===== config.mk =====
export PLATFORM = sky130hd
export DESIGN_NAME = csp_serial_port
export DESIGN_NICKNAME = d
export VERILOG_FILES = /design/src/verilog/csp_pkg.sv /design/src/verilog/csp_sclk_gen.sv /design/src/verilog/csp_serial_port.sv
export SDC_FILE = /design/constraint.sdc
export NUM_CORES = 1
export LEC_CHECK = 0
export ABC_AREA = 1
export BUFFER_PORTS_ARGS = -buffer_cell sky130_fd_sc_hd__buf_2
export CAP_MARGIN = 20
export CORE_MARGIN = 3
export CORE_UTILIZATION = 45
export DETAILED_ROUTE_END_ITERATION = 16
export GPL_TIMING_DRIVEN = 0
export SYNTH_ARGS = -nofsm -noshare
export SYNTH_HDL_FRONTEND = slang
export SYNTH_SLANG_ARGS = --single-unit

===== constraint.sdc =====
create_clock -name core_clk_i -period 9.87 [get_ports core_clk_i]
set_clock_uncertainty 0.15 [all_clocks]
set_input_delay 2.961 -clock core_clk_i [delete_from_list [all_inputs] [get_ports core_clk_i]]
set_output_delay 2.961 -clock core_clk_i [all_outputs]
set_load 0.05 [all_outputs]

===== src/verilog/csp_pkg.sv =====
// shared constants and types for the codec serial audio port
package csp_pkg;
  localparam int unsigned CORE_CLK_MHZ = 125;
  localparam int unsigned SCLK_HALF_NS = 40;
  // longest half period: rounds down, never below one cycle
  localparam int unsigned SCLK_HALF_RAW = (SCLK_HALF_NS * CORE_CLK_MHZ) / 1000;
  localparam int unsigned SCLK_HALF_CYC = (SCLK_HALF_RAW < 1) ? 1 : SCLK_HALF_RAW;
  localparam int unsigned SLOT_BITS = 16;
  localparam logic [5:0] FRAME_LAST_64 = 6'h3f;
  localparam logic [5:0] FRAME_LAST_32 = 6'h1f;
  localparam logic [5:0] HALF_MASK_64 = 6'h1f;
  localparam logic [5:0] HALF_MASK_32 = 6'h0f;
  localparam logic [5:0] HALF_64 = 6'h20;
  localparam logic [5:0] HALF_32 = 6'h10;
  localparam logic [5:0] SLOT_END = 6'h10;
  localparam logic [5:0] SLOT_LAST = 6'h0f;
  // framing select codes
  localparam logic [1:0] SF_64_PULSE = 2'h0;
  localparam logic [1:0] SF_64_LEVEL = 2'h1;
  localparam logic [1:0] SF_32_LEVEL = 2'h2;
  // audio data format codes
  localparam logic [1:0] DF_16 = 2'h0;
  localparam logic [1:0] DF_8 = 2'h1;
  localparam logic [1:0] DF_4 = 2'h2;
  localparam logic [15:0] MASK_16 = 16'hffff;
  localparam logic [15:0] MASK_8 = 16'hff00;
  localparam logic [15:0] MASK_4 = 16'hf000;
  localparam logic [15:0] WORD_ZERO = 16'h0000;

  typedef struct packed {
    logic [15:0] left;
    logic [15:0] right;
  } csp_frame_t;

  typedef enum {
    CSP_OFF,
    CSP_RUN
  } csp_state_t;
endpackage


===== src/verilog/csp_sclk_gen.sv =====
// bit clock divider with registered edge pulses
`timescale 1ns/1ps
module csp_sclk_gen import csp_pkg::*; #(
  parameter int unsigned HALF_CYC = SCLK_HALF_CYC
) (
  // clock and reset
  input wire logic clk_i,
  input wire logic rst_n_i,
  // control
  input wire logic run_i,
  // bit clock and its edges
  output logic sclk_o,
  output logic rise_o,
  output logic fall_o
);
  localparam logic [15:0] CNT_LAST = 16'(HALF_CYC - 1);
  logic [15:0] cnt;

  if (HALF_CYC < 1 || HALF_CYC > 65536) begin : g_bad_half
    $error("half period out of range");
  end

  always_ff @(posedge clk_i or negedge rst_n_i) begin
    if (!rst_n_i) begin
      cnt <= 16'h0000;
      sclk_o <= 1'b0;
      rise_o <= 1'b0;
      fall_o <= 1'b0;
    end else if (!run_i) begin
      // stopped clock parks low
      cnt <= 16'h0000;
      sclk_o <= 1'b0;
      rise_o <= 1'b0;
      fall_o <= 1'b0;
    end else if (cnt == CNT_LAST) begin
      cnt <= 16'h0000;
      sclk_o <= !sclk_o;
      rise_o <= !sclk_o;
      fall_o <= sclk_o;
    end else begin
      cnt <= cnt + 16'h0001;
      rise_o <= 1'b0;
      fall_o <= 1'b0;
    end
  end
endmodule


===== src/verilog/csp_serial_port.sv =====
// serial audio port: bit clock, frame sync, capture out, playback in
// Behaviour
// - with the port enabled, frame sync marks the start of every frame.
// - frame sync is a one-bit pulse before the frame or high for the left word.
// - with the port disabled, frame sync is held low.
// - serial input is sampled at bit clock falling edges.
// - received samples go on to the playback converter path.
// - each word fills a 16-bit slot, msb first aligned, zeros after the lsb.
// - three framing formats are selectable and all data formats are carried.
// - serial input is accepted only while the port is enabled.
// - a frame holds 64 or 32 bit clocks depending on the format.
// - capture bits leave on the serial output at bit clock rising edges.
// - with the port disabled, bit clock and serial output are held low.
`timescale 1ns/1ps
module csp_serial_port import csp_pkg::*; #(
  parameter int unsigned HALF_CYC = SCLK_HALF_CYC
) (
  // clock and reset
  input wire logic core_clk_i,
  input wire logic reset_n_i,
  // configuration, same clock domain
  input wire logic serial_port_enable_bit_i,
  input wire logic [1:0] frame_fmt_i,
  input wire logic [1:0] data_fmt_i,
  // capture samples from the converters
  input wire csp_frame_t cap_frame_i,
  output logic cap_take_o,
  // playback samples to the converters
  output csp_frame_t pb_frame_o,
  output logic pb_valid_o,
  // serial pins
  input wire logic serial_data_in_i,
  output logic serial_clk_o,
  output logic frame_sync_out_o,
  output logic serial_data_out_o
);
  logic [1:0] rst_pipe;
  logic rst_n;
  logic [1:0] serial_data_in_pipe;
  logic serial_data_in_s;
  csp_state_t state;
  logic sclk_rise;
  logic sclk_fall;
  logic [1:0] fmt;
  logic [1:0] dfmt;
  logic [1:0] fmt_pend;
  logic [1:0] dfmt_pend;
  logic [5:0] bit_cnt;
  logic [15:0] rx_sh;
  logic [15:0] pb_left_hold;
  csp_frame_t tx;
  logic [5:0] frame_last;
  logic [5:0] half_mask;
  logic [5:0] half;
  logic [15:0] dmask;
  logic [5:0] next_bit;
  logic [5:0] next_pos;
  logic [5:0] cur_pos;
  logic cur_right;
  logic [15:0] rx_word;
  csp_frame_t cap_masked;
  csp_frame_t next_tx;
  logic [15:0] tx_word;

  // reset release through two flops
  always_ff @(posedge core_clk_i or negedge reset_n_i) begin
    if (!reset_n_i) begin
      rst_pipe <= 2'h0;
    end else begin
      rst_pipe <= {rst_pipe[0], 1'b1};
    end
  end
  assign rst_n = rst_pipe[1];

  // pin input is asynchronous to the core clock
  always_ff @(posedge core_clk_i or negedge rst_n) begin
    if (!rst_n) begin
      serial_data_in_pipe <= 2'h0;
    end else begin
      serial_data_in_pipe <= {serial_data_in_pipe[0], serial_data_in_i};
    end
  end
  assign serial_data_in_s = serial_data_in_pipe[1];

  always_ff @(posedge core_clk_i or negedge rst_n) begin
    if (!rst_n) begin
      state <= CSP_OFF;
    end else begin
      case (state)
        CSP_OFF: begin
          if (serial_port_enable_bit_i) begin
            state <= CSP_RUN;
          end
        end
        CSP_RUN: begin
          if (!serial_port_enable_bit_i) begin
            state <= CSP_OFF;
          end
        end
        default: begin
          state <= CSP_OFF;
        end
      endcase
    end
  end

  csp_sclk_gen #(
    .HALF_CYC(HALF_CYC)
  ) u_sclk (
    .clk_i(core_clk_i),
    .rst_n_i(rst_n),
    .run_i(state == CSP_RUN && serial_port_enable_bit_i),
    .sclk_o(serial_clk_o),
    .rise_o(sclk_rise),
    .fall_o(sclk_fall)
  );

  // frame geometry from the latched format
  always_comb begin
    if (fmt == SF_32_LEVEL) begin
      frame_last = FRAME_LAST_32;
      half_mask = HALF_MASK_32;
      half = HALF_32;
    end else begin
      frame_last = FRAME_LAST_64;
      half_mask = HALF_MASK_64;
      half = HALF_64;
    end
    case (dfmt)
      DF_8: dmask = MASK_8;
      DF_4: dmask = MASK_4;
      default: dmask = MASK_16;
    endcase
    next_bit = (bit_cnt >= frame_last) ? 6'h00 : bit_cnt + 6'h01;
    next_pos = next_bit & half_mask;
    cur_pos = bit_cnt & half_mask;
    cur_right = (bit_cnt >= half);
    rx_word = {rx_sh[14:0], serial_data_in_s} & dmask;
    cap_masked.left = cap_frame_i.left & dmask;
    cap_masked.right = cap_frame_i.right & dmask;
    next_tx = (next_bit == 6'h00) ? cap_masked : tx;
    tx_word = (next_bit >= half) ? next_tx.right : next_tx.left;
  end

  // formats only change between frames, so the counter never overruns
  always_ff @(posedge core_clk_i or negedge rst_n) begin
    if (!rst_n) begin
      fmt <= SF_64_PULSE;
      dfmt <= DF_16;
      fmt_pend <= SF_64_PULSE;
      dfmt_pend <= DF_16;
      bit_cnt <= FRAME_LAST_64;
    end else if (state != CSP_RUN) begin
      fmt <= frame_fmt_i;
      dfmt <= data_fmt_i;
      fmt_pend <= frame_fmt_i;
      dfmt_pend <= data_fmt_i;
      if (frame_fmt_i == SF_32_LEVEL) begin
        bit_cnt <= FRAME_LAST_32;
      end else if (frame_fmt_i == SF_64_LEVEL) begin
        bit_cnt <= FRAME_LAST_64;
      end else begin
        // one lead-in bit, so the first frame gets its pulse as well
        bit_cnt <= FRAME_LAST_64 - 6'h01;
      end
    end else if (sclk_rise) begin
      bit_cnt <= next_bit;
      if (next_bit == frame_last) begin
        fmt_pend <= frame_fmt_i;
        dfmt_pend <= data_fmt_i;
      end
    end else if (sclk_fall && bit_cnt == frame_last) begin
      // switch only once the last bit of the old frame is taken in
      fmt <= fmt_pend;
      dfmt <= dfmt_pend;
      bit_cnt <= (fmt_pend == SF_32_LEVEL) ? FRAME_LAST_32 : FRAME_LAST_64;
    end
  end

  // transmit side and frame sync, updated on bit clock rise
  always_ff @(posedge core_clk_i or negedge rst_n) begin
    if (!rst_n) begin
      tx <= '0;
      cap_take_o <= 1'b0;
      serial_data_out_o <= 1'b0;
      frame_sync_out_o <= 1'b0;
    end else if (state != CSP_RUN || !serial_port_enable_bit_i) begin
      cap_take_o <= 1'b0;
      serial_data_out_o <= 1'b0;
      frame_sync_out_o <= 1'b0;
    end else if (sclk_rise) begin
      tx <= next_tx;
      cap_take_o <= (next_bit == 6'h00);
      if (next_pos < SLOT_END) begin
        serial_data_out_o <= tx_word[4'hf - next_pos[3:0]];
      end else begin
        serial_data_out_o <= 1'b0;
      end
      if (next_bit == frame_last) begin
        // the pulse announces the coming frame, so its format decides
        frame_sync_out_o <= frame_fmt_i != SF_64_LEVEL
                            && frame_fmt_i != SF_32_LEVEL;
      end else if (fmt == SF_64_LEVEL || fmt == SF_32_LEVEL) begin
        frame_sync_out_o <= (next_bit < half);
      end else begin
        frame_sync_out_o <= 1'b0;
      end
    end else begin
      cap_take_o <= 1'b0;
    end
  end

  // receive side, sampled on bit clock fall
  always_ff @(posedge core_clk_i or negedge rst_n) begin
    if (!rst_n) begin
      rx_sh <= WORD_ZERO;
      pb_left_hold <= WORD_ZERO;
      pb_frame_o <= '0;
      pb_valid_o <= 1'b0;
    end else if (state == CSP_RUN && serial_port_enable_bit_i
                 && sclk_fall && cur_pos < SLOT_END) begin
      rx_sh <= {rx_sh[14:0], serial_data_in_s};
      pb_valid_o <= 1'b0;
      if (cur_pos == SLOT_LAST && !cur_right) begin
        pb_left_hold <= rx_word;
      end else if (cur_pos == SLOT_LAST) begin
        pb_frame_o.left <= pb_left_hold;
        pb_frame_o.right <= rx_word;
        pb_valid_o <= 1'b1;
      end
    end else begin
      pb_valid_o <= 1'b0;
    end
  end

  // checks
  localparam int A_PER = 2 * HALF_CYC;
  logic [6:0] lvl_rises;
  logic level_fmt;
  assign level_fmt = (fmt != SF_64_PULSE);

  always_ff @(posedge core_clk_i or negedge rst_n) begin
    if (!rst_n) begin
      lvl_rises <= 7'h00;
    end else if (!frame_sync_out_o) begin
      lvl_rises <= 7'h00;
    end else if (sclk_rise) begin
      lvl_rises <= lvl_rises + 7'h01;
    end
  end
endmodule


* Yosys cells after proc, flatten, opt, wreduce, memory -nomap -nowiden
Cells that the tools add are included.
Storage, ports and cells: register bits 168, input port bits 40, output and inout port bits 37
Cells by class: add/subtract/negate cells 3, order comparisons 7, equality and inequality tests 20, mux-type cells 50, bitwise logic cells 7, reductions and logical operators 24
Operators with widths (count):
- 2-to-1 mux 32 bit | 3
- case mux 32 bit (2 select lines) | 1
- bitwise AND 16 bit | 3
- 2-to-1 mux 16 bit | 3
- 2-to-1 mux 6 bit | 8
- equality test 32 x 1 -> 1 bit, second input constant | 1
- equality test 32 x 2 -> 1 bit, second input constant | 1
- zero test 32 bit | 1
- inequality test 32 x 2 -> 1 bit, second input constant | 1
- 2-to-1 mux 2 bit | 12
- case mux 12 bit (2 select lines) | 1
- 2-to-1 mux 1 bit | 20
- >= comparator 6 bit | 3
- adder 16 x 1 -> 16 bit, second input constant | 1
- equality test 16 x 3 -> 1 bit, second input constant | 1
- bitwise AND 6 bit | 2
- equality test 6 bit | 2
- less-than comparator 6 x 5 -> 1 bit, second input constant | 2
- inequality test 2 bit, second input constant | 5
- AND reduction 2 bit | 5
- equality test 2 bit, second input constant | 4
- nonzero test 2 bit | 4
- adder 6 x 1 -> 6 bit, second input constant | 1
- equality test 2 x 1 -> 1 bit, second input constant | 3
- other kinds (14) | 23

* Logic depth before layout (Yosys ltp)
Gate-level depths: netlist (run 1).
word-level depth 12, gate-level depth with buffers 25

* Hierarchy
From an unflattened synthesis (run 1), not the netlist that was laid out.
Second synthesis, totals: cells, all modules 853, area total of the unflattened synthesis 6802.8 um^2
By module, submodules not included:
- csp_serial_port | instances 1, cells each 710, area each 5720.5 um^2, sequential area each 2960.3 um^2
- csp_sclk_gen | instances 1, cells each 143, area each 1082.3 um^2, sequential area each 475.5 um^2

* Worst setup path before layout (run 1)
OpenSTA, ideal clock, no wires.
kind in2reg, from in serial_port_enable_bit_i, to reg pb_left_hold[7], setup time 0.130 ns, data arrival time 4.537 ns, data required time 9.590 ns, path slack 5.053 ns, stages 9, path buffers 1, cells stage by stage ha_1 inv_1 nor2_1 nand2_1 nor3_1 clkinv_1 clkbuf_1 nand2_1 o21ai_0
Between the ends: longest elaborated chain between the ends 4
Ends and longest elaborated chain:
- start: declaration | line csp_serial_port.sv:22 | input wire logic serial_port_enable_bit_i,
- logical AND 1 bit | line csp_serial_port.sv:220 | end else if (state == CSP_RUN && serial_port_enable_bit_i
- logical AND 1 bit (2 in a row) | line csp_serial_port.sv:221 | && sclk_fall && cur_pos < SLOT_END) begin
- AND reduction 2 bit (no line)
- end signal: assignment | line csp_serial_port.sv:225 | pb_left_hold <= rx_word;
- end: declaration | line csp_serial_port.sv:50 | logic [15:0] pb_left_hold;
No other way between the ends. A chain may end at the register's enable or synchronous reset.

* Worst setup path in the final report (run 1)
from in serial_port_enable_bit_i, to reg pb_left_hold[5]
The elaborated chain is that of the path after synthesis.

==> impl_results.md, run 1 <==
* Util after Layout at 0.558
* Max stage delay on crit path at 0.77 ns
* Die area at 0.0162 mm²
* Final HPWL DP at 11200 µm
* Share of cells above drive strength 1 at 0.166
* Rows at 43
* Critical Path Sink Type: register
* Post-cts sizing count at 0
* Actual slew at the worst max-slew pin at 0.875 ns
* Mapped Cells at 815
* Clock Power Share at 0.269
* Relative slew slack at 0.412
* Seq/Total Area, Yosys at 0.518
* Drt first pass iters at 5
* Status: finished clean
* Synthesis warning total at 0
* Initial antenna violation count at 0
* Final Setup Violations at 0
* Setup TNS at 0 ns
* Crit-path cells: buf_2, ha_1, inv_1, nor2_1, nand2_1, nor3_1, clkinv_1, clkbuf_1, o21ai_0
* Cts hold-fix bufs at 0
* Mapped Area at 0.00663 mm²
* Root Driver: clkbuf_16
* Max IR drop VDD at 0.209 mV
* Largest net degree at the start of global routing at 71
* Max-slew violations at 0
* GRT Total Usage at 0.198
* CP startpoint kind: input port
* Max Cap Viol at 0
* Vias in the first global route at 5481
* R2R Path Start: fmt[1]
* PnR Total Power at 2.36 mW
* Final Critical Period at 5.41 ns
* Clock sink count at 137
* Syn_area_per_cell at 8.14 µm²
* Maximum clock path buffer count at 2
* Wire per inst at 14.1 µm
* Pleak at 4.00 nW
* IO Count at 77
* Final net count at 966
* Flop pwr share at 0.259
* NetSw at 1.01 mW
* Setup CP Type: in2reg
* Total CTS buffers at 17
* Fmax at 185 MHz
* Via density at 5.11
* Clk_lat worst skew at 0.42 ns
* Internal power at 1.35 mW
* Crit path DAT at 5.57 ns
* Die Ht at 127 µm
* CTS tree: yes
* Area of the core at 0.0141 mm²
* Post-synthesis register bit count at 137
* Input/output buffers at 76
* Period utilisation layout at 0.548
* Power per cell area at 299 mW/mm²
* DR vias at 5651
* Initial Util at 0.469
* Post-route ant nets at 0
* Syn Nets at 869
* Routed WL at 15600 µm
* Gate power share at 0.471
* Net Sw Frac at 0.427
* Hold Violations, Final at 0
* Drt initial violations at 520
* First-pass GRT wire length at 26100 µm
* CP max-delay cell: nor3_1
* Postcts setup bufs at 0
* ANT cells at 0
* Hold Path Class: reg2async
* Critical path data required time at 10.03 ns
* DRC at 0
* CTS H-Tree Depth at 4
* Synth unique cells at 42
* Filler Cells Inserted at 1315
* Reg clk slew, reported paths at 0.06 ns
* RSZ-0062 raised after global routing: no
* GRT overflow at 0
* First element of the critical path: serial_port_enable_bit_i
* Die W at 127 µm
* P&R area growth vs syn at 19.0%
* Placer Congestion at 0.863
* Crit Path Max Fanout at 10
[cells in the final DEF, fill, tap and decap left out, drive strengths merged, types with 2 or more instances in the layout]
cell type | Yosys | routed
xor2 | 2 | 2
o22ai | 5 | 5
nand4 | 5 | 5
nand3 | 93 | 93
ha | 14 | 14
nand3b | 8 | 8
bufinv | 0 | 2
clkinvlp | 0 | 3
a22oi | 2 | 2
mux2 | 9 | 9
inv | 96 | 99
nor4 | 3 | 3
o211ai | 3 | 3
a21oi | 11 | 11
dfrtp | 131 | 131
clkinv | 2 | 6
a31oi | 4 | 4
nor2 | 45 | 45
nand2 | 244 | 244
o21ai | 84 | 84
clkbuf | 18 | 38
buf | 14 | 92
nor3 | 8 | 8
dfstp | 6 | 6
[worst max-delay path, delay by kind of cell]
kind | cells | cell delay [ns]
adders and majority gates | 1 | 0.23
AOI/OAI and AO/OA | 1 | 0.27
buffers and inverters | 4 | 1.02
and+or+nand+nor | 3 | 1.09
[flip-flops by register name, indices dropped and copies added, names as in the netlist, 6 cells and up]
register / count
bit_cnt: 6
u_sclk.cnt: 16
rx_sh: 15
pb_left_hold: 16
pb_frame_o: 32
tx: 32
[layer usage]
metal	vias up	global-route usage	part of all wire
met5	-	0	0
met4	0	0.0587	0.015
met3	23	0.0514	0.062
met2	155	0.297	0.43
met1	2653	0.285	0.49
li1	2820	-	-
[final cells by class]
cell class | count | area [µm²] | share of cell area
Sequential cell | 137 | 3440 | 0.436
Multi-Input combinational cell | 548 | 2680 | 0.339
Clock buffer | 20 | 457 | 0.0578
Timing Repair Buffer | 78 | 435 | 0.0552
Inverter | 98 | 368 | 0.0466
Tap cell | 180 | 225 | 0.0285
Buffer | 32 | 154 | 0.0195
Clock inverter | 12 | 140 | 0.0177
[cells in the mapped netlist]
cell	count	area share
xnor2_1	1	0.0013
nor2_4	3	0.0051
nand2_2	3	0.0028
nand2_1	240	0.14
buf_2	9	0.0068
inv_1	93	0.053
nor3b_1	1	0.0011
nand3b_1	8	0.0091
a21oi_1	10	0.0075
o31ai_1	1	0.0011
clkbuf_1	18	0.010
o211ai_1	3	0.0034
o21ai_0	76	0.057
dfstp_2	6	0.024
o21bai_1	1	0.0011
buf_4	2	0.0023
nand4_1	5	0.0047
mux2_2	9	0.015
or2_2	1	0.00094
o21ai_2	2	0.0026
xor2_1	2	0.0026
buf_1	1	0.00057
o21ai_1	6	0.0045
o22ai_1	5	0.0047
clkinv_1	2	0.0011
nand2_4	1	0.0017
a22oi_1	2	0.0023
nor2_2	1	0.00094
nor4_1	3	0.0028
conb_1	1	0.00057
o22a_1	1	0.0013
a31oi_1	4	0.0038
inv_2	3	0.0017
buf_6	2	0.0034
a21oi_2	1	0.0013
ha_1	14	0.026
and2_1	1	0.00094
dfrtp_1	131	0.49
nor2_1	41	0.023
nand3_2	1	0.0015
nand3_1	92	0.069
nor3_1	8	0.0060
[stage by stage]
step	hold slack, ns	cells	worst slack [ns]	instance area [µm²]
2_1_floorplan	0.181	815	5.05	6630
3_3_place_gp	0.186	1071	4.18	7240
3_5_place_dp	0.0176	1073	4.10	7300
4_1_cts	0.0207	1105	4.48	7900
5_1_grt	0.0290	1105	4.16	7900
6_report	0.0156	1105	4.46	7900
[power groups by stage]
stage	Clock, mW	Sequential, mW	Combinational [mW]
4_1_cts	0.648	0.612	1.10
3_5_place_dp	0	0.622	1.09
6_report	0.637	0.613	1.11
3_3_place_gp	0	0.631	1.07
5_1_grt	0.675	0.616	1.23
2_1_floorplan	0	0.625	0.829
[worst paths after layout]
kind / end / slack [ns] / cells past startpoint
hold reg to reg: u_sclk.cnt[14] / 0.02 / 0
setup / recovery: pb_left_hold[5] / 4.46 / 9
setup reg to reg: serial_data_out_o / 6.18 / 23
max in group asynchronous: rst_pipe[1] / 7.29 / 1
min in group core_clk_i: serial_data_in_pipe[1] / 0.20 / 0
hold / removal: u_sclk.cnt[14] / 0.02 / 0
[kinds of logic (layout without fill, tap and decap cells)]
group | after synthesis | in the layout | share of synthesized area
multiplexers | 9 | 9 | 0.0153
buffers and inverters | 130 | 240 | 0.0786
AO/OA/AOI/OAI | 112 | 112 | 0.0911
adder cells (fa/ha/maj) | 14 | 14 | 0.0264
AND/OR/NAND/NOR | 409 | 409 | 0.266
XOR/XNOR | 3 | 3 | 0.00396
other | 1 | 1 | 0.000565
flip-flops | 137 | 137 | 0.518
(Power assumes the default switching activity.)
==> run 2: changes to the inputs <==
--- a/config.mk
+++ b/config.mk
@@ -5,7 +5,7 @@
 export SDC_FILE = /design/constraint.sdc
 export NUM_CORES = 1
 export LEC_CHECK = 0
-export ABC_AREA = 1
+export ABC_AREA = 0
 export BUFFER_PORTS_ARGS = -buffer_cell sky130_fd_sc_hd__buf_2
 export CAP_MARGIN = 20
 export CORE_MARGIN = 3
==> constraint.sdc (replaced) <==
create_clock -name core_clk_i -period 5.6 [get_ports core_clk_i]
set_clock_uncertainty 0.15 [all_clocks]
set_input_delay 1.68 -clock core_clk_i [delete_from_list [all_inputs] [get_ports core_clk_i]]
set_output_delay 1.68 -clock core_clk_i [all_outputs]
set_load 0.05 [all_outputs]
==> run 2 against run 1 <==
  * Register-to-register slack got worse by 4.5 ns
  * Setup slack got worse by 2.8 ns
  * Global-route usage decreased by 0.83 points
  * Largest cell class unchanged
  * Highest routed layer unchanged
==> impl_results.md, run 2 <==
* Area of the core at 0.0135 mm²
* Drt initial violations at 218
* Clock sink count at 137
* Cell with the most instances after synthesis: nand2_1
* Synthesis warning total at 0
* ANT cells at 0
* Pleak at 3.83 nW
* Delay-heaviest family, CP: compound AO/OA/AOI/OAI gates
* Crit-path cells: inv_1, ha_1, ha_1, and2_0, a21oi_2, and2_1, ha_1, o21ai_0, a21oi_2, or2_1, buf_6, mux2i_1, a2111oi_0, nand3_1, o211ai_2
* Period utilisation layout at 0.706
* Post-synth top cells: nand2_1 (183), dfrtp_1 (131), o21ai_0 (40)
* Clock Power Share at 0.340
* Post-route ant nets at 0
* Postcts setup bufs at 0
* Gate power share at 0.323
* Hold Violations, Final at 0
* Power per cell area at 426 mW/mm²
* IO Count at 77
* Net Sw Frac at 0.339
* Most frequent cells in the layout: nand2_1 (183), dfrtp_1 (130), buf_2 (81)
* Max stage delay on crit path at 0.56 ns
* PnR Total Power at 3.23 mW
* CP max-delay cell: a2111oi_0
* R2R Path Start: fmt[0]
* Initial Util at 0.469
* Yosys top cell area share at 0.518
* Top_reg_cell synth: dfrtp_1
* RSZ-0062 raised after global routing: no
* R2R Setup Slk at 1.65 ns
* Maximum clock path buffer count at 2
* Wire per inst at 14.7 µm
* Placer Congestion at 0.829
* NetSw at 1.09 mW
* EDFF count, synth at 0
* Cts hold-fix bufs at 0
* Syn_area_per_cell at 9.85 µm²
* DRC at 0
* Hold Slack at 0.154 ns
* Synth unique cells at 60
* Most common cell after layout, fill and taps aside: nand2_1
* Internal power at 2.13 mW
* Initial antenna violation count at 0
* Mapped Area at 0.00633 mm²
* Final HPWL DP at 10000 µm
* Pre-CTS WS at 1.63 ns
* GRT overflow at 0
* Hold Path Class: reg2async
* Input/output buffers at 76
* Top flop regs: pb_frame_o: 32 flops, tx: 32 flops
* Leading area contributor after synthesis: dfrtp_1
* DR vias at 4767
* Total CTS buffers at 17
* CTS tree: yes
* Actual slew at the worst max-slew pin at 0.761 ns
* Mapped Cells at 643
* First-pass GRT wire length at 24100 µm
* Filler Cells Inserted at 1260
* Share of cells above drive strength 1 at 0.216
* Asr flop ratio synth at 1.00
* Worst setup margin at 1.65 ns
* Critical path buffers and inverters at 2
* Final net count at 794
* Syn Nets at 697
* Vias in the first global route at 4960
* Seq/Total Area, Yosys at 0.543
* Max Cap Viol at 0
* RR Endpoint: serial_data_out_o
* Rows at 42
* Post-cts sizing count at 0
* CTS H-Tree Depth at 4
* Die W at 125 µm
* Largest net degree at the start of global routing at 53
* Status: finished clean
* Worst reg2reg path depth at 15
* Drt first pass iters at 4
* Crit path DAT at 4.15 ns
* Most used cell, CP: ha_1
* Final Setup Violations at 0
* Routed WL at 13700 µm
* Critical Path Sink Type: register
* Die Ht at 125 µm
* Die area at 0.0155 mm²
* Clk_lat worst skew at 0.42 ns
* CP startpoint kind: register
* Relative slew slack at 0.492
* Reg clk slew, reported paths at 0.06 ns
* GRT Total Usage at 0.190
* Max-slew violations at 0
* Post-synthesis register bit count at 137
* Final Critical Period at 3.95 ns
* Util after Layout at 0.561
* Dominant cells by area after synthesis: dfrtp_1 (52%), nand2_1 (11%), mux2_2 (5.2%), o21ai_0 (3.2%), ha_1 (2.8%)
* Setup CP Type: reg2reg
* Via density at 5.13
* Critical path data required time at 5.80 ns
* P&R area growth vs syn at 19.6%
* Root Driver: clkbuf_16
* Max IR drop VDD at 0.229 mV
* Fmax at 253 MHz
* Crit Path Max Fanout at 10
* Flop pwr share at 0.337
-- run 2: routing by layer --
| layer | track usage | wire, µm |
|---|---|---|
| met5 | 0 | 0 |
| met4 | 0.0664 | 195 |
| met3 | 0.0395 | 639 |
| met2 | 0.310 | 6520 |
| met1 | 0.253 | 6300 |
-- run 2: kinds of logic (layout without fill, tap and decap cells) --
| family | Yosys count | in the layout | synth area share |
|---|---|---|---|
| compound gates | 90 | 90 | 0.0929 |
| xor+xnor | 16 | 16 | 0.0221 |
| other cells | 1 | 1 | 0.000592 |
| flops | 137 | 137 | 0.543 |
| mux | 45 | 45 | 0.0777 |
| fa+ha+maj | 14 | 14 | 0.0277 |
| buf+inv | 54 | 164 | 0.0371 |
| simple gates | 286 | 286 | 0.199 |
-- run 2: worst reg2reg max path: stages (launching register included) --
cell and delay [ns]:
dfrtp_1 0.35, inv_1 0.05, ha_1 0.27, ha_1 0.34, and2_0 0.25, a21oi_2 0.35
and2_1 0.22, ha_1 0.26, o21ai_0 0.13, a21oi_2 0.09, or2_1 0.23, buf_6 0.15
mux2i_1 0.15, a2111oi_0 0.56, nand3_1 0.17, o211ai_2 0.16
-- run 2: power by group through the flow --
stage | clock (mW) | sequential [mW] | combinational (mW)
6_report | 1.10 | 1.09 | 1.04
3_5_place_dp | 0 | 1.11 | 1.04
5_1_grt | 1.17 | 1.10 | 1.16
4_1_cts | 1.13 | 1.09 | 1.05
2_1_floorplan | 0 | 1.10 | 0.783
3_3_place_gp | 0 | 1.12 | 1.02
-- run 2: how the worst max path moves through the flow --
stage	to	depth (start not counted)	slack [ns]	start
2_1_floorplan	cap_take_o	0	1.36	rst_pipe[1]
3_3_place_gp	pb_frame_o[17]	0	-0.06	rst_pipe[1]
3_5_place_dp	pb_frame_o[24]	9	1.63	serial_port_enable_bit_i
4_1_cts	serial_data_out_o	15	1.70	fmt[0]
5_1_grt	serial_data_out_o	15	1.47	fmt[0]
6_report	serial_data_out_o	15	1.65	fmt[0]
-- run 2: final cells by class --
cell class                 instances  area [µm²]  share of cell area
sequential                       137        3440               0.454
multi-input combinational        452        2660               0.351
clock buffer                      23         468              0.0618
timing repair buffer              78         435              0.0575
tap                              176         220              0.0291
buffer                            30         145              0.0192
clock inverter                     9         115              0.0152
inverter                          24        90.1              0.0119
-- run 2: per-stage QoR --
stage,area [µm²],std cells,setup TNS [ns]
floorplan,6330,643,0
global placement,6930,895,-6.92
detailed placement,6990,897,0
CTS,7570,929,0
global route,7570,929,0
finish,7570,929,0
==> run 3: changes to the inputs <==
--- a/config.mk
+++ b/config.mk
@@ -12,6 +12,7 @@
 export CORE_UTILIZATION = 45
 export DETAILED_ROUTE_END_ITERATION = 16
 export GPL_TIMING_DRIVEN = 0
+export PLACE_DENSITY = 0.67
 export SYNTH_ARGS = -nofsm -noshare
 export SYNTH_HDL_FRONTEND = slang
 export SYNTH_SLANG_ARGS = --single-unit
==> constraint.sdc (replaced) <==
create_clock -name core_clk_i -period 3.3 [get_ports core_clk_i]
set_clock_uncertainty 0.15 [all_clocks]
set_input_delay 0.99 -clock core_clk_i [delete_from_list [all_inputs] [get_ports core_clk_i]]
set_output_delay 0.99 -clock core_clk_i [all_outputs]
set_load 0.05 [all_outputs]
==> run 3 against run 2 <==
  * Final area is 2.0% higher
  * Global-route usage is 0.14 points higher
  * Final cell count is 1.3% higher
  * Critical path depth stayed put
  * Sequential power is 71% higher
  * Sequential share of layout area is 0.88 points lower
  * Register-to-register slack worse by 1.6 ns
  * Count of clock-buffer cells in the layout is 2 lower
  * Critical endpoint unchanged
  * Largest cell class unchanged
  * Highest routed layer unchanged
==> impl_results.md, run 3 (synthesized netlist as in run 2, its figures left out) <==
* Net Sw Frac at 0.344
* Power per cell area at 748 mW/mm²
* Crit Path Max Fanout at 9
* Final Critical Period at 3.24 ns
* Internal power at 3.79 mW
* GRT overflow at 0
* Multi-input logic area at 0.00275 mm²
* Pleak at 3.89 nW
* Final net count at 809
* Period utilisation layout at 0.981
* Critical Path Sink Type: register
* Setup TNS at 0 ns
* NetSw at 1.99 mW
* Via density at 5.24
* Drt initial violations at 302
* Initial antenna violation count at 0
* P&R area growth vs syn at 22.0%
* Clock sink count at 137
* Share of cells above drive strength 1 at 0.251
* Clock Power Share at 0.302
* Max IR drop VDD at 0.393 mV
* Most common cell after layout, fill and taps aside: nand2_1
* R2R Setup Slk at 0.06 ns
* Filler Cells Inserted at 1189
* DRC at 0
* Sequential Area at 0.00344 mm²
* Die Ht at 125 µm
* Max Cap Viol at 0
* DR vias at 4929
* Critical path data required time at 3.48 ns
* RR Endpoint: serial_data_out_o
* ANT cells at 0
* Actual slew at the worst max-slew pin at 0.872 ns
* Status: finished clean
* Relative slew slack at 0.419
* Rows at 42
* Vias in the first global route at 5034
* GRT Total Usage at 0.192
* Total CTS buffers at 17
* Most frequent cells in the layout: nand2_1 (183), dfrtp_1 (130), buf_2 (80)
* Maximum clock path buffer count at 2
* CTS H-Tree Depth at 4
* Max-slew violations at 0
* Post-route ant nets at 0
* Input/output buffers at 76
* Placer Congestion at 0.902
* Clk_lat worst skew at 0.41 ns
* Worst reg2reg path depth at 15
* Die area at 0.0155 mm²
* CP startpoint kind: register
* IO Count at 77
* Setup CP Type: reg2reg
* Final Setup Violations at 0
* PnR Total Power at 5.78 mW
* Gate power share at 0.376
* R2R Path Start: fmt[0]
* Drt first pass iters at 4
* Final HPWL DP at 10100 µm
* Wire per inst at 15.1 µm
* Root Driver: clkbuf_16
* CTS tree: yes
* Fmax at 309 MHz
* Die W at 125 µm
* Crit path DAT at 3.42 ns
* Initial Util at 0.469
* Flop pwr share at 0.322
* RSZ-0062 raised after global routing: yes
* Top flop regs: pb_frame_o: 32 flops, tx: 32 flops
* Largest net degree at the start of global routing at 73
* Reg clk slew, reported paths at 0.06 ns
* Routed WL at 14200 µm
* Hold Path Class: in2async
* Hold Violations, Final at 0
* First-pass GRT wire length at 24500 µm
* Area of the core at 0.0135 mm²
==> run 3: timing repair <==
action,in CTS,in global routing
endpoints found under the setup margin,31,25
gates resized for setup,14,11
setup buffers,6,11
cloned,0,1
pin swaps,6,7
hold buffers,0,0
==> run 3: area by class of cell <==
cell class | count | share of cell area
repair buffers | 95 | 0.0700
multi-input cells | 452 | 0.356
plain buffers | 28 | 0.0190
clock buffers | 21 | 0.0596
clock inverters | 8 | 0.00972
inverters | 24 | 0.0117
well taps | 176 | 0.0285
flip-flops and latches | 137 | 0.445
==> run 3: power by group through the flow <==
stage               Sequential (mW)  Clock [mW]  Combinational, mW
finish                         1.86        1.74               2.17
detailed placement             1.88           0               1.77
global route                   1.87        1.84               2.38
floorplan                      1.87           0               1.33
global placement               1.89           0               1.75
CTS                            1.86        1.77               1.96
==> run 3: worst max-delay path by stage <==
| stage | startpoint | endpoint | slack (ns) | depth (start not counted) |
|---|---|---|---|---|
| final | fmt[0] | serial_data_out_o | 0.06 | 15 |
| after floorplan | fmt[0] | serial_data_out_o | 0.007 | 15 |
| after detailed placement | fmt[0] | serial_data_out_o | -0.46 | 15 |
| after global placement | fmt[0] | serial_data_out_o | -0.50 | 15 |
| after global routing | fmt[0] | serial_data_out_o | -0.06 | 15 |
| after CTS | fmt[1] | serial_data_out_o | 0.006 | 14 |
==> run 3: worst max-delay path: stages, from the launching register on <==
cell and delay [ns]:
dfrtp_1 0.38, inv_2 0.07, ha_4 0.18, ha_2 0.29, and2_4 0.16, a21oi_4 0.16, and2_4 0.18, ha_4 0.20
o21ai_2 0.06, a21oi_2 0.06, buf_4 0.16, nor2_4 0.23, mux2_2 0.37, o22ai_1 0.21, o2111ai_1 0.17, o211ai_2 0.09
==> run 3: layer usage <==
layer / wire length, µm / global-route usage / vias up
li1: - / - / 2404
met1: 6480 / 0.252 / 2393
met2: 6900 / 0.312 / 116
met3: 685 / 0.0549 / 16
met4: 165 / 0.0516 / 0
met5: 0 / 0 / -
==> run 3: metrics by stage <==
step | hold slack [ns] | utilization | cell area (µm²) | cells | setup WS, ns
3_5_place_dp | 0.190 | 0.516 | 6970 | 896 | -0.455
2_1_floorplan | 0.181 | - | 6340 | 643 | 0.00657
5_1_grt | 0.179 | 0.572 | 7720 | 941 | -0.0588
3_3_place_gp | 0.187 | 0.514 | 6940 | 895 | -0.503
6_report | 0.199 | 0.572 | 7720 | 941 | 0.0618
4_1_cts | 0.184 | 0.563 | 7610 | 930 | 0.00599
